===== config.mk =====
export PLATFORM = sky130hd
export DESIGN_NAME = pwr_ctrl
export DESIGN_NICKNAME = d
export VERILOG_FILES = /design/src/core/pwr_pkg.sv /design/src/core/pwr_clk_div.sv /design/src/core/pwr_ctrl.sv
export SDC_FILE = /design/constraint.sdc
export NUM_CORES = 1
export LEC_CHECK = 0
export ABC_AREA = 1
export CAP_MARGIN = 20
export CORE_UTILIZATION = 61
export DETAILED_ROUTE_END_ITERATION = 10
export DONT_BUFFER_PORTS = 1
export PLACE_DENSITY_LB_ADDON = 0.1
export SLEW_MARGIN = 0
export SYNTH_ARGS = -nofsm -noshare
export SYNTH_HDL_FRONTEND = slang
export SYNTH_SLANG_ARGS = --single-unit

===== constraint.sdc =====
create_clock -name i_mclk -period 2.1 [get_ports i_mclk]
set_input_delay 0.21 -clock i_mclk [delete_from_list [all_inputs] [get_ports i_mclk]]
set_output_delay 0.21 -clock i_mclk [all_outputs]
set_load 0.02 [all_outputs]

===== src/core/pwr_pkg.sv =====
/*
  Constants shared by the PWM reload, sync and interrupt control block.
  Assumes an APB master with 32-bit data and byte addresses.
*/
// What this block does
// - Centre mode, dir 0: sync on upcount
// - Centre mode, dir 1: sync on downcount
// - Direction select ignored outside centre mode
// - Direction select double-buffered via load arm
// - Count writes land in holding buffers
// - Load arm required while running; all copy together
// - Immediate: load at next period event
// - Triggered: arm waits for peer load
// - Triggered: load at period after trigger
// - Buffer load clears load arm
// - Arm during period match waits one period
// - Runs in sleep on internal oscillators
// - Four flags set on match rising edge
// - Control bit 7 enables the channel
// - Control bit 6 drives output pin
// - Control bit 5 mirrors waveform level
// - Control bit 4 inverts active level
// - Control bits 3-2 select waveform mode
// - Enable bits 3-0 gate match interrupts
// - Unimplemented bits read as zero
// - Disabled channel holds flags cleared
// - Divide field selects power-of-two divisor
// - Source field: system, fast, slow
// - Standard mode period match clears timer
package pwr_pkg;
  localparam logic [7:0] OFF_CTRL   = 8'h00;
  localparam logic [7:0] OFF_IRQ_EN = 8'h04;
  localparam logic [7:0] OFF_FLAGS  = 8'h08;
  localparam logic [7:0] OFF_CLKCFG = 8'h0c;
  localparam logic [7:0] OFF_SYNCFG = 8'h10;
  localparam logic [7:0] OFF_RLDCFG = 8'h14;
  localparam logic [7:0] OFF_START  = 8'h18;
  localparam logic [7:0] OFF_DUTY   = 8'h1c;
  localparam logic [7:0] OFF_PERIOD = 8'h20;
  localparam logic [7:0] OFF_SYNC   = 8'h24;
  localparam logic [7:0] OFF_TIMER  = 8'h28;
  localparam int BIT_ON      = 7;
  localparam int BIT_PIN     = 6;
  localparam int BIT_LEVEL   = 5;
  localparam int BIT_INV     = 4;
  localparam int BIT_MODE    = 2;
  localparam int BIT_DIV     = 4;
  localparam int BIT_SRC     = 0;
  localparam int BIT_DIR     = 0;
  localparam int BIT_ARM     = 7;
  localparam int BIT_TRG     = 6;
  localparam int BIT_TSRC    = 0;
  localparam int FLG_SYNC    = 3;
  localparam int FLG_START   = 2;
  localparam int FLG_DUTY    = 1;
  localparam int FLG_PERIOD  = 0;
  localparam logic [1:0] MODE_STD    = 2'h0;
  localparam logic [1:0] MODE_SET    = 2'h1;
  localparam logic [1:0] MODE_TOGGLE = 2'h2;
  localparam logic [1:0] MODE_CENTRE = 2'h3;
  localparam logic [1:0] SRC_SYS     = 2'h0;
  localparam logic [1:0] SRC_FAST    = 2'h1;
  localparam logic [1:0] SRC_SLOW    = 2'h2;
  localparam logic [15:0] RST_COUNT  = 16'h0000;
  localparam logic [7:0]  RST_REG8   = 8'h00;
endpackage


===== src/core/pwr_clk_div.sv =====
/*
  Clock source select and power-of-two prescaler producing a tick enable.
  Assumes the oscillator inputs are asynchronous square waves slower than i_mclk / 2.
*/
`timescale 1ns/100ps
module pwr_clk_div (
  input  wire logic       i_mclk,
  input  wire logic       i_reset_n,
  input  wire logic       i_fast_osc,
  input  wire logic       i_slow_osc,
  input  wire logic       i_sleep,
  input  wire logic [1:0] i_src,
  input  wire logic [2:0] i_div,
  output logic            o_tick
);
  typedef struct packed {
    logic [1:0] sync1;
    logic [1:0] sync2;
    logic [1:0] prev;
    logic [6:0] cnt;
    logic       tick;
  } pwr_div_state_type;

  pwr_div_state_type st_r;
  pwr_div_state_type st_nxt;

  function automatic logic [6:0] div_mask(input logic [2:0] d);
    div_mask = 7'((8'h01 << d) - 8'h01);
  endfunction

  logic       src_tick;
  logic [6:0] mask;

  always_comb begin
    st_nxt = st_r;
    st_nxt.sync1 = {i_slow_osc, i_fast_osc};
    st_nxt.sync2 = st_r.sync1;
    st_nxt.prev  = st_r.sync2;
    mask = div_mask(i_div);
    case (i_src)
      pwr_pkg::SRC_SYS:  src_tick = !i_sleep;
      pwr_pkg::SRC_FAST: src_tick = st_r.sync2[0] & !st_r.prev[0];
      pwr_pkg::SRC_SLOW: src_tick = st_r.sync2[1] & !st_r.prev[1];
      default:           src_tick = 1'b0;
    endcase
    st_nxt.tick = src_tick && ((st_r.cnt & mask) == mask);
    if (src_tick) begin
      st_nxt.cnt = st_r.cnt + 7'h01;
    end
  end

  always_ff @(posedge i_mclk) begin
    if (!i_reset_n) begin
      st_r <= '0;
    end else begin
      st_r <= st_nxt;
    end
  end

  assign o_tick = st_r.tick;
endmodule // pwr_clk_div


===== src/core/pwr_ctrl.sv =====
/*
  PWM channel control: APB registers, double-buffered reload with immediate
  or triggered arming, centre-mode sync match direction and four match flags.
  Assumes the timer, direction and match inputs come from the channel counter
  on i_mclk, and peer load pulses from sibling channels on the same clock.
*/
// Local design decisions: the address map and register access over APB.
`timescale 1ns/100ps
module pwr_ctrl (
  input  wire logic        i_mclk,
  input  wire logic        i_reset_n,
  input  wire logic        psel,
  input  wire logic        penable,
  input  wire logic        pwrite,
  input  wire logic [7:0]  paddr,
  input  wire logic [31:0] pwdata,
  output logic [31:0]      prdata,
  output logic             pready,
  output logic             pslverr,
  input  wire logic [15:0] i_timer,
  input  wire logic        i_count_down,
  input  wire logic        i_start_match,
  input  wire logic        i_duty_match,
  input  wire logic        i_wave_level,
  input  wire logic [3:0]  i_peer_load,
  input  wire logic        i_fast_osc,
  input  wire logic        i_slow_osc,
  input  wire logic        i_sleep,
  output logic             o_module_on,
  output logic [1:0]       o_mode,
  output logic [15:0]      o_start_count,
  output logic [15:0]      o_duty_value,
  output logic [15:0]      o_period_limit,
  output logic             o_sync_match,
  output logic             o_timer_clear,
  output logic             o_load_event,
  output logic             o_pwm_tick,
  output logic             o_pin_out,
  output logic             o_pin_oe,
  output logic             o_irq
);
  ////////////////////////////////////////////////////////////////////////////
  typedef struct packed {
    logic        on;
    logic        pin;
    logic        level;
    logic        inv;
    logic [1:0]  mode;
    logic [3:0]  irq_en;
    logic [3:0]  flags;
    logic [2:0]  div;
    logic [1:0]  src;
    logic        hold_dir;
    logic        op_dir;
    logic        load_arm;
    logic        trg_sel;
    logic [1:0]  trg_src;
    logic        trg_seen;
    logic        ready;
    logic [15:0] hold_start;
    logic [15:0] hold_duty;
    logic [15:0] hold_period;
    logic [15:0] hold_sync;
    logic [15:0] op_start;
    logic [15:0] op_duty;
    logic [15:0] op_period;
    logic [15:0] op_sync;
    logic [3:0]  prev;
    logic        sync_match;
    logic        timer_clear;
    logic        load_pulse;
    logic        pin_out;
    logic        irq;
    logic [31:0] rdata;
    logic        rdy;
    logic        err;
  } pwr_state_type;

  pwr_state_type st_r;
  pwr_state_type st_nxt;

  function automatic logic [15:0] upd16(input logic [15:0] cur,
                                        input logic        we,
                                        input logic [31:0] d);
    upd16 = we ? d[15:0] : cur;
  endfunction

  function automatic logic mapped(input logic [7:0] a);
    mapped = (a[1:0] == 2'h0) && (a <= pwr_pkg::OFF_TIMER);
  endfunction

  ////////////////////////////////////////////////////////////////////////////
  logic       wr;
  logic       setup;
  logic       sync_hit;
  logic       dir_ok;
  logic       per_hit;
  logic       per_rise;
  logic [3:0] cur;
  logic [3:0] edges;
  logic       qual;
  logic       load;
  logic       active;

  pwr_clk_div u_div (
    .i_mclk     (i_mclk),
    .i_reset_n  (i_reset_n),
    .i_fast_osc (i_fast_osc),
    .i_slow_osc (i_slow_osc),
    .i_sleep    (i_sleep),
    .i_src      (st_r.src),
    .i_div      (st_r.div),
    .o_tick     (o_pwm_tick)
  );

  always_comb begin
    st_nxt = st_r;
    setup  = psel && !penable;
    wr     = psel && penable && pwrite && mapped(paddr);

    // Sync match direction only matters in centre mode
    if (st_r.mode == pwr_pkg::MODE_CENTRE) begin
      dir_ok = st_r.op_dir ? i_count_down : !i_count_down;
    end else begin
      dir_ok = 1'b1;
    end
    sync_hit = st_r.on && (i_timer == st_r.op_sync) && dir_ok;
    per_hit  = st_r.on && (i_timer == st_r.op_period);
    cur      = {sync_hit, i_start_match, i_duty_match, per_hit};
    edges    = cur & ~st_r.prev;
    per_rise = edges[pwr_pkg::FLG_PERIOD];
    st_nxt.prev = cur;
    st_nxt.sync_match  = sync_hit;
    st_nxt.timer_clear = per_rise && (st_r.mode == pwr_pkg::MODE_STD);
    st_nxt.level = i_wave_level;

    // Register writes
    if (wr) begin
      case (paddr)
        pwr_pkg::OFF_CTRL: begin
          st_nxt.on   = pwdata[pwr_pkg::BIT_ON];
          st_nxt.pin  = pwdata[pwr_pkg::BIT_PIN];
          st_nxt.inv  = pwdata[pwr_pkg::BIT_INV];
          st_nxt.mode = pwdata[pwr_pkg::BIT_MODE +: 2];
        end
        pwr_pkg::OFF_IRQ_EN: st_nxt.irq_en = pwdata[3:0];
        pwr_pkg::OFF_FLAGS:  st_nxt.flags  = pwdata[3:0];
        pwr_pkg::OFF_CLKCFG: begin
          st_nxt.div = pwdata[pwr_pkg::BIT_DIV +: 3];
          st_nxt.src = pwdata[pwr_pkg::BIT_SRC +: 2];
        end
        pwr_pkg::OFF_SYNCFG: st_nxt.hold_dir = pwdata[pwr_pkg::BIT_DIR];
        pwr_pkg::OFF_RLDCFG: begin
          st_nxt.load_arm = pwdata[pwr_pkg::BIT_ARM];
          st_nxt.trg_sel  = pwdata[pwr_pkg::BIT_TRG];
          st_nxt.trg_src  = pwdata[pwr_pkg::BIT_TSRC +: 2];
        end
        default: ;
      endcase
    end
    st_nxt.hold_start  = upd16(st_r.hold_start,  wr && paddr == pwr_pkg::OFF_START,  pwdata);
    st_nxt.hold_duty   = upd16(st_r.hold_duty,   wr && paddr == pwr_pkg::OFF_DUTY,   pwdata);
    st_nxt.hold_period = upd16(st_r.hold_period, wr && paddr == pwr_pkg::OFF_PERIOD, pwdata);
    st_nxt.hold_sync   = upd16(st_r.hold_sync,   wr && paddr == pwr_pkg::OFF_SYNC,   pwdata);

    // Match events set flags; a set beats a same-cycle software clear
    st_nxt.flags = st_nxt.flags | edges;
    if (!st_nxt.on) begin
      st_nxt.flags = 4'h0;
    end

    // Arming: the trigger only counts once the arm is set
    if (st_r.trg_sel && st_r.load_arm && i_peer_load[st_r.trg_src]) begin
      st_nxt.trg_seen = 1'b1;
    end
    qual = st_r.load_arm && (!st_r.trg_sel || st_r.trg_seen);
    // An arm that lands on a period match waits for the next event
    if (qual && !per_hit) begin
      st_nxt.ready = 1'b1;
    end
    load = per_rise && st_r.ready;
    st_nxt.load_pulse = load;
    if (load) begin
      st_nxt.op_start  = st_r.hold_start;
      st_nxt.op_duty   = st_r.hold_duty;
      st_nxt.op_period = st_r.hold_period;
      st_nxt.op_sync   = st_r.hold_sync;
      st_nxt.op_dir    = st_r.hold_dir;
      st_nxt.load_arm  = 1'b0;
      st_nxt.trg_seen  = 1'b0;
      st_nxt.ready     = 1'b0;
    end
    if (!st_r.load_arm && !load) begin
      st_nxt.trg_seen = 1'b0;
      st_nxt.ready    = 1'b0;
    end

    // A stopped channel follows its buffers directly
    active = st_r.on;
    if (!active) begin
      st_nxt.op_start  = st_r.hold_start;
      st_nxt.op_duty   = st_r.hold_duty;
      st_nxt.op_period = st_r.hold_period;
      st_nxt.op_sync   = st_r.hold_sync;
      st_nxt.op_dir    = st_r.hold_dir;
    end

    // Polarity applies even when disabled
    st_nxt.pin_out = st_nxt.pin && (st_nxt.level ^ st_nxt.inv);
    st_nxt.irq     = |(st_nxt.flags & st_nxt.irq_en);

    // APB read data captured in the setup cycle, answered next cycle
    st_nxt.rdy   = setup;
    st_nxt.err   = setup && !mapped(paddr);
    st_nxt.rdata = 32'h0000_0000;
    if (setup && !pwrite) begin
      case (paddr)
        pwr_pkg::OFF_CTRL:   st_nxt.rdata[7:0] = {st_r.on, st_r.pin, st_r.level,
                                                  st_r.inv, st_r.mode, 2'h0};
        pwr_pkg::OFF_IRQ_EN: st_nxt.rdata[3:0] = st_r.irq_en;
        pwr_pkg::OFF_FLAGS:  st_nxt.rdata[3:0] = st_r.flags;
        pwr_pkg::OFF_CLKCFG: st_nxt.rdata[7:0] = {1'b0, st_r.div, 2'h0, st_r.src};
        pwr_pkg::OFF_SYNCFG: st_nxt.rdata[0]   = st_r.hold_dir;
        pwr_pkg::OFF_RLDCFG: st_nxt.rdata[7:0] = {st_r.load_arm, st_r.trg_sel,
                                                  4'h0, st_r.trg_src};
        pwr_pkg::OFF_START:  st_nxt.rdata[15:0] = st_r.hold_start;
        pwr_pkg::OFF_DUTY:   st_nxt.rdata[15:0] = st_r.hold_duty;
        pwr_pkg::OFF_PERIOD: st_nxt.rdata[15:0] = st_r.hold_period;
        pwr_pkg::OFF_SYNC:   st_nxt.rdata[15:0] = st_r.hold_sync;
        pwr_pkg::OFF_TIMER:  st_nxt.rdata[15:0] = i_timer;
        default:             st_nxt.rdata = 32'h0000_0000;
      endcase
    end
  end

  always_ff @(posedge i_mclk) begin
    if (!i_reset_n) begin
      st_r <= '0;
    end else begin
      st_r <= st_nxt;
    end
  end

  ////////////////////////////////////////////////////////////////////////////
  assign prdata         = st_r.rdata;
  assign pready         = st_r.rdy;
  assign pslverr        = st_r.err;
  assign o_module_on    = st_r.on;
  assign o_mode         = st_r.mode;
  assign o_start_count  = st_r.op_start;
  assign o_duty_value   = st_r.op_duty;
  assign o_period_limit = st_r.op_period;
  assign o_sync_match   = st_r.sync_match;
  assign o_timer_clear  = st_r.timer_clear;
  assign o_load_event   = st_r.load_pulse;
  assign o_pin_out      = st_r.pin_out;
  assign o_pin_oe       = st_r.pin;
  assign o_irq          = st_r.irq;
endmodule // pwr_ctrl


==> After elaboration in Yosys (flattened, before gate mapping) <==
Cells that the tools add are included.
{ "totals": {"inputBits": 72, "reg_bits": 212, "out_inout_bits": 92, "word_cells": 141} }
{ "classes": {"n_eq_ne": 17, "add_sub_neg": 2, "mux": 24, "reduce_logical": 47, "n_bitwise": 9, "shifts": 1, "n_lt_le_gt_ge": 2} }
{ "op_table": {"columns": ["operator", "n"], "rows": [
  ["two-way mux 64 bit", 2],
  ["one-hot mux 8 bit (5 select lines)", 1],
  ["== test 16 bit", 2],
  ["== test 8 x 5 -> 1 bit (second input constant)", 4],
  ["one-hot mux 4 bit (8 select lines)", 1],
  ["one-hot mux 3 bit (10 select lines)", 1],
  ["== test 8 x 6 -> 1 bit (second input constant)", 3],
  ["logical AND 1 bit", 23],
  ["two-way mux 4 bit", 5],
  ["two-way mux 17 bit", 1],
  ["== test 8 x 4 -> 1 bit (second input constant)", 2],
  ["zero test 1 bit", 11],
  ["one-hot mux 1 bit (10 select lines)", 1],
  ["AND reduction 2 bit", 5],
  ["bitwise AND 4 bit", 2],
  ["== test 8 x 3 -> 1 bit (second input constant)", 1],
  ["less-or-equal comparator 8 x 6 -> 1 bit (second input constant)", 1],
  ["zero test 8 bit", 1],
  ["adder 7 x 1 -> 7 bit (second input constant)", 1],
  ["bitwise AND 7 bit", 1],
  ["== test 7 bit", 1],
  ["<< shifter 1 x 3 -> 7 bit (first input constant)", 1],
  ["subtractor 7 x 1 -> 7 bit (second input constant)", 1],
  ["zero test 2 bit", 3],
  ["other kinds (19)", 27]
]} }

==> Logic depth before layout (Yosys ltp) <==
{ "logic_depth": {"ltp_word": 9, "depth_mapped": 14, "ltp_nobuf": 14} }

==> Modules after synthesis <==
Synthesis repeated with hierarchy kept, for this count alone.
{ "unflattened": {"cells_unflattened": 1413, "hier_area_um2": 9663.0} }
{ "by_module_without_submodules": {"columns": ["module", "area_per_inst_um2", "instances", "seq_area_each_um2", "cells_each"], "rows": [
  ["pwr_ctrl", 8973.6, 1, 3623.5, 1312],
  ["pwr_clk_div", 689.4, 1, 280.3, 101]
]} }

==> Least setup slack after synthesis <==
Ideal clock, no wire load.
{ "synth_path": {"path_kind": "register to register", "from": "register st_r, in the netlist o_module_on", "to": "register st_r, in the netlist o_start_count[0]", "stages_incl_launch_ff": 13, "slack_ns": 0.312, "setup_ns": 0.132, "t_arrival_ns": 1.656, "synth_period_minus_slack_ns": 1.788, "required_ns": 1.968, "path_buffers": 3, "path_cell_list": "dfxtp_1 -> buf_2 -> nand2_1 -> nor2_1 -> nand2_1 -> nor2_1 -> nand2_1 -> nor2_1 -> nand3_2 -> buf_2 -> buf_2 -> nand3_1 -> a21oi_1"} }
{ "synth_between": {"elab_chain_len": 4, "word_cells_on_any_way": 5, "cone_classes": "eq/ne (1); mux (1); bitwise (1); reduce/logical (2)"} }
{ "synth_rtl": {"columns": ["element", "line_no", "text"], "rows": [
  ["from (decl)", "pwr_ctrl.sv:79", "pwr_state_type st_r;"],
  ["from (signal assigned)", "pwr_ctrl.sv:240", "st_r <= st_nxt;"],
  ["logical AND 1 bit", "pwr_ctrl.sv:128", "per_hit = st_r.on && (i_timer == st_r.op_period);"],
  ["bitwise AND 4 bit", "pwr_ctrl.sv:130", "edges = cur & ~st_r.prev;"],
  ["logical AND 1 bit", "pwr_ctrl.sv:181", "load = per_rise && st_r.ready;"],
  ["inequality test 2 x 1 -> 1 bit (no line)", null, null]
]} }
Parallel ways exist; a longest one is shown, timed or not.
A chain may end at the register's enable or synchronous reset.

==> Final worst setup path <==
{ "layout_path": {"from": "register st_r, in the netlist o_period_limit[15]", "to": "register st_r[55] (netlist bit)"} }
{ "layout_between": {"elab_chain_len": 5} }
{ "layout_rtl": {"columns": ["element", "line_no"], "rows": [
  ["== test 16 bit", "pwr_ctrl.sv:128"],
  ["logical AND 1 bit", "pwr_ctrl.sv:128"],
  ["bitwise AND 4 bit", "pwr_ctrl.sv:130"],
  ["logical AND 1 bit", "pwr_ctrl.sv:181"],
  ["inequality test 2 x 1 -> 1 bit (no line)", null]
]} }
No other way between the ends.

==> flow_metrics.tcl <==
set metrics [dict create \
    place_area_mm2 0.00892 \
    dieWidth_um 125 \
    slew_headroom_pct 38.6 \
    initial_utilization_pct 62.8 \
    route.vias.total 8381 \
    r2r_cells 13 \
    setup_ws_ns 0.163 \
    power_leakage_nw 3.72 \
    ios 164 \
    dieArea_mm2 0.0155 \
    grt_pass1_vias 7530 \
    worst-slew-pin-transition_ns 0.921 \
    row_count 44 \
    antenna_found_initial 1 \
    hold_viol 0 \
    route.met2.wl_mm 11.3 \
    wl_per_cell_um 17.7 \
    drt_iter0_drc 897 \
    multi_input_area_mm2 0.00387 \
    yosysWarnings 0 \
    groute.usage.overall_pct 33.0 \
    peakVddDrop_mv 0.742 \
    cp.arrival_ns 2.29 \
    cts_tree "built" \
    fill_cells 1282 \
    placed_cells 1396 \
    grt_start_max_net_pins 83 \
    grt_pass1_wl_mm 40.4 \
    finalCriticalPeriod_ns 1.94 \
    synth.top_cell.area_share_pct 42.6 \
    htree_levels 4 \
    report.final.setup_viol 0 \
    core_area_mm2 0.0146 \
    path_clk_slew_ns 0.07 \
    routed_wl_mm 25.7 \
    dieHeight_um 125 \
    synth.avg_cell_area_um2 7.07 \
    drt-pass1-iter-count 8 \
    hold-path-cell-count 2 \
    drive_gt1_share_pct 8.10 \
    buffer_ports.inserted 0 \
    post_cts_buffers 0 \
    fin_crit_sh_pct 92.3 \
    antenna_left 0 \
    globalRouteOverflowTotal 0 \
    synth_area_leaders "dfxtp_1 (43%), nand2_1 (12%), a21oi_1 (9.3%), buf_4 (6.8%), nand3_1 (6.6%)" \
    yosys.area.top_type "dfxtp_1" \
    finalInstanceArea_mm2 0.00984 \
    avgViaCountPerCell 5.76 \
    remaining_drc_errors 0 \
    clock_latency_ns 0.44 \
    dp_slack_ns 0.174 \
    ys_seq_elements 195 \
    routabilityCongestion 0.923 \
    ys_seq_area_share_pct 42.6 \
    cts_root_buf "clkbuf_16" \
    power_density_mw_per_mm2 749 \
    cts_resized 0 \
    slew_viol_final 0 \
    fin_skew_ns 0.0114 \
    max-cap-violations 0 \
    end_kind "register" \
    worstHoldPathType "in2reg" \
    wl_met1_mm 11.0 \
    dpl.hpwl_mm 17.8 \
    max_freq_mhz 516 \
    cts_buffers 17 \
    cp-start-kind "register" \
    synth_area_mm2 0.00916 \
    register_area_mm2 0.00391 \
    wl_met3_mm 2.64 \
    stdcell_count 1456 \
    synth.distinct_cells 40 \
    required_ns 2.45 \
    cts.path.max_buffers 2 \
    synth_cells 1296 \
    top_layer_used "met4" \
    cts_sinks 195 \
    path_class "reg2reg" \
    cp_max_fo 32 \
    syn_to_final_growth_pct 7.39 \
    nets 1333 \
    status "completed" \
]
layer usage:
layer / up-vias / global-route usage, %
li1: 4066 / -
met5: - / 0
met2: 403 / 49.3
met1: 3854 / 45.5
met4: 0 / 13.6
met3: 58 / 8.16
where the power goes:
group / internal, W / total, W / switching (W)
Clock: 0.00188 / 0.00334 / 0.00145
Sequential: 0.00371 / 0.00372 / 0.0000114
Combinational: 0.0000951 / 0.000311 / 0.000216
synth_stat cells:
master	instances
nand2_1	285
dfxtp_1	195
a21oi_1	170
inv_1	139
nand3_1	120
buf_4	83
o21ai_0	68
nor2_1	64
clkbuf_1	32
o22ai_1	24
buf_2	21
nand4_1	13
nor3_1	11
buf_1	9
a31oi_1	7
inv_2	6
nor4_1	6
xor2_1	5
nand2_4	4
o211ai_1	3
o221ai_1	3
a21oi_2	2
a221oi_1	2
ha_1	2
nand2_2	2
nand3_2	2
nor2_2	2
nor3_2	2
o2111ai_1	2
o21ai_1	2
and3_1	1
clkinv_1	1
clkinv_4	1
conb_1	1
nand3b_1	1
nor2_4	1
o31ai_1	1
or2_0	1
or2_1	1
xnor2_1	1
cell usage in the layout (no fill, tap or decap), types with 2 or more instances in the layout:
master	synthesis	layout
a221oi_1	2	2
nand2_2	2	2
inv_1	139	138
nand3_1	120	120
a31oi_1	7	7
buf_12	0	2
nor2_2	2	2
xor2_1	5	5
nor3_2	2	2
nor2_1	64	64
o21ai_0	68	68
nand3_2	2	2
bufinv_16	0	3
clkbuf_16	0	18
clkinvlp_4	0	3
nand2_4	4	4
a21oi_1	170	170
o211ai_1	3	3
nor4_1	6	6
dfxtp_1	195	194
nand4_1	13	13
inv_2	6	6
conb_1	1	16
o21ai_1	2	2
a21oi_2	2	2
nor3_1	11	11
ha_1	2	2
o221ai_1	3	3
o22ai_1	24	24
o2111ai_1	2	2
clkinv_2	0	2
dlygate4sd3_1	0	26
buf_4	83	45
nand2_1	285	285
inv_6	0	3
clkinv_4	1	5
state kept, by name, summed over array words and instances, names as in the netlist:
signal	cells
prdata	16
o_timer_clear	1
o_module_on	1
o_irq	1
o_duty_value	16
o_pin_out	1
o_pin_oe	1
o_load_event	1
o_mode	2
pready	1
u_div.o_tick	1
st_r	107
u_div.st_r	9
o_start_count	16
u_div.st_nxt	4
pslverr	1
o_period_limit	16
cells by family (layout without fill, tap and decap cells):
family | count (synthesis) | in the layout | share of synthesized area (%)
simple gates | 516 | 516 | 24.4
buf+inv | 292 | 252 | 15.7
compound gates | 284 | 284 | 16.4
flops | 195 | 195 | 42.6
xor+xnor | 6 | 6 | 0.574
fa+ha+maj | 2 | 2 | 0.273
other cells | 1 | 17 | 0.0409
worst max-delay path, cell delays in order, from the launching register on:
cell and delay [ns]:
dfxtp_1 0.36, inv_1 0.05, nand2_1 0.16, nand2_1 0.08, nor2_1 0.10, nand2_1 0.05, nor2_1 0.11, nand2_1 0.07
nor2_1 0.14, nand3_2 0.13, nand2_2 0.15, clkbuf_16 0.24, nand2_1 0.08, a21oi_1 0.13
final cells by class:
type / instances / area share [%]
Sequential cell: 195 / 39.7
Inverter: 147 / 5.67
Antenna cell: 1 / 0.0254
Clock buffer: 17 / 4.32
Timing Repair Buffer: 74 / 6.74
Clock inverter: 14 / 1.82
Tap cell: 184 / 2.34
Multi-Input combinational cell: 824 / 39.4
final timing paths:
path | start | end | slack [ns]
hold / removal | pwdata[0] | st_r[173]$_SDFFE_PN0P_ | 0.01
hold reg to reg | u_div.st_nxt[10]$_SDFF_PN0_ | u_div.st_nxt[8]$_SDFF_PN0_ | 0.41
setup / recovery | o_period_limit[15]$_SDFFE_PN0P_ | st_r[55]$_SDFFE_PN0P_ | 0.16
setup reg to reg | o_period_limit[15]$_SDFFE_PN0P_ | st_r[55]$_SDFFE_PN0P_ | 0.16
timing repair:
action                                 CTS  global route
setup endpoints to repair                0            19
endpoints found under the hold margin   99             0
hold buffers                            27             0
stage by stage:
| step | hold WS [ns] | util, % | setup TNS, ns | total power, W |
|---|---|---|---|---|
| CTS | 0.00198 | 67.2 | 0 | 0.00738 |
| global route | 0.00663 | 67.4 | -0.0236 | 0.00757 |
| detailed placement | 0.295 | 61.2 | 0 | 0.00402 |
| floorplan | 0.288 | - | 0 | 0.00401 |
| global placement | 0.293 | 61.2 | 0 | 0.00402 |
| finish | 0.0147 | 67.4 | 0 | 0.00737 |
(Power assumes the default switching activity.)
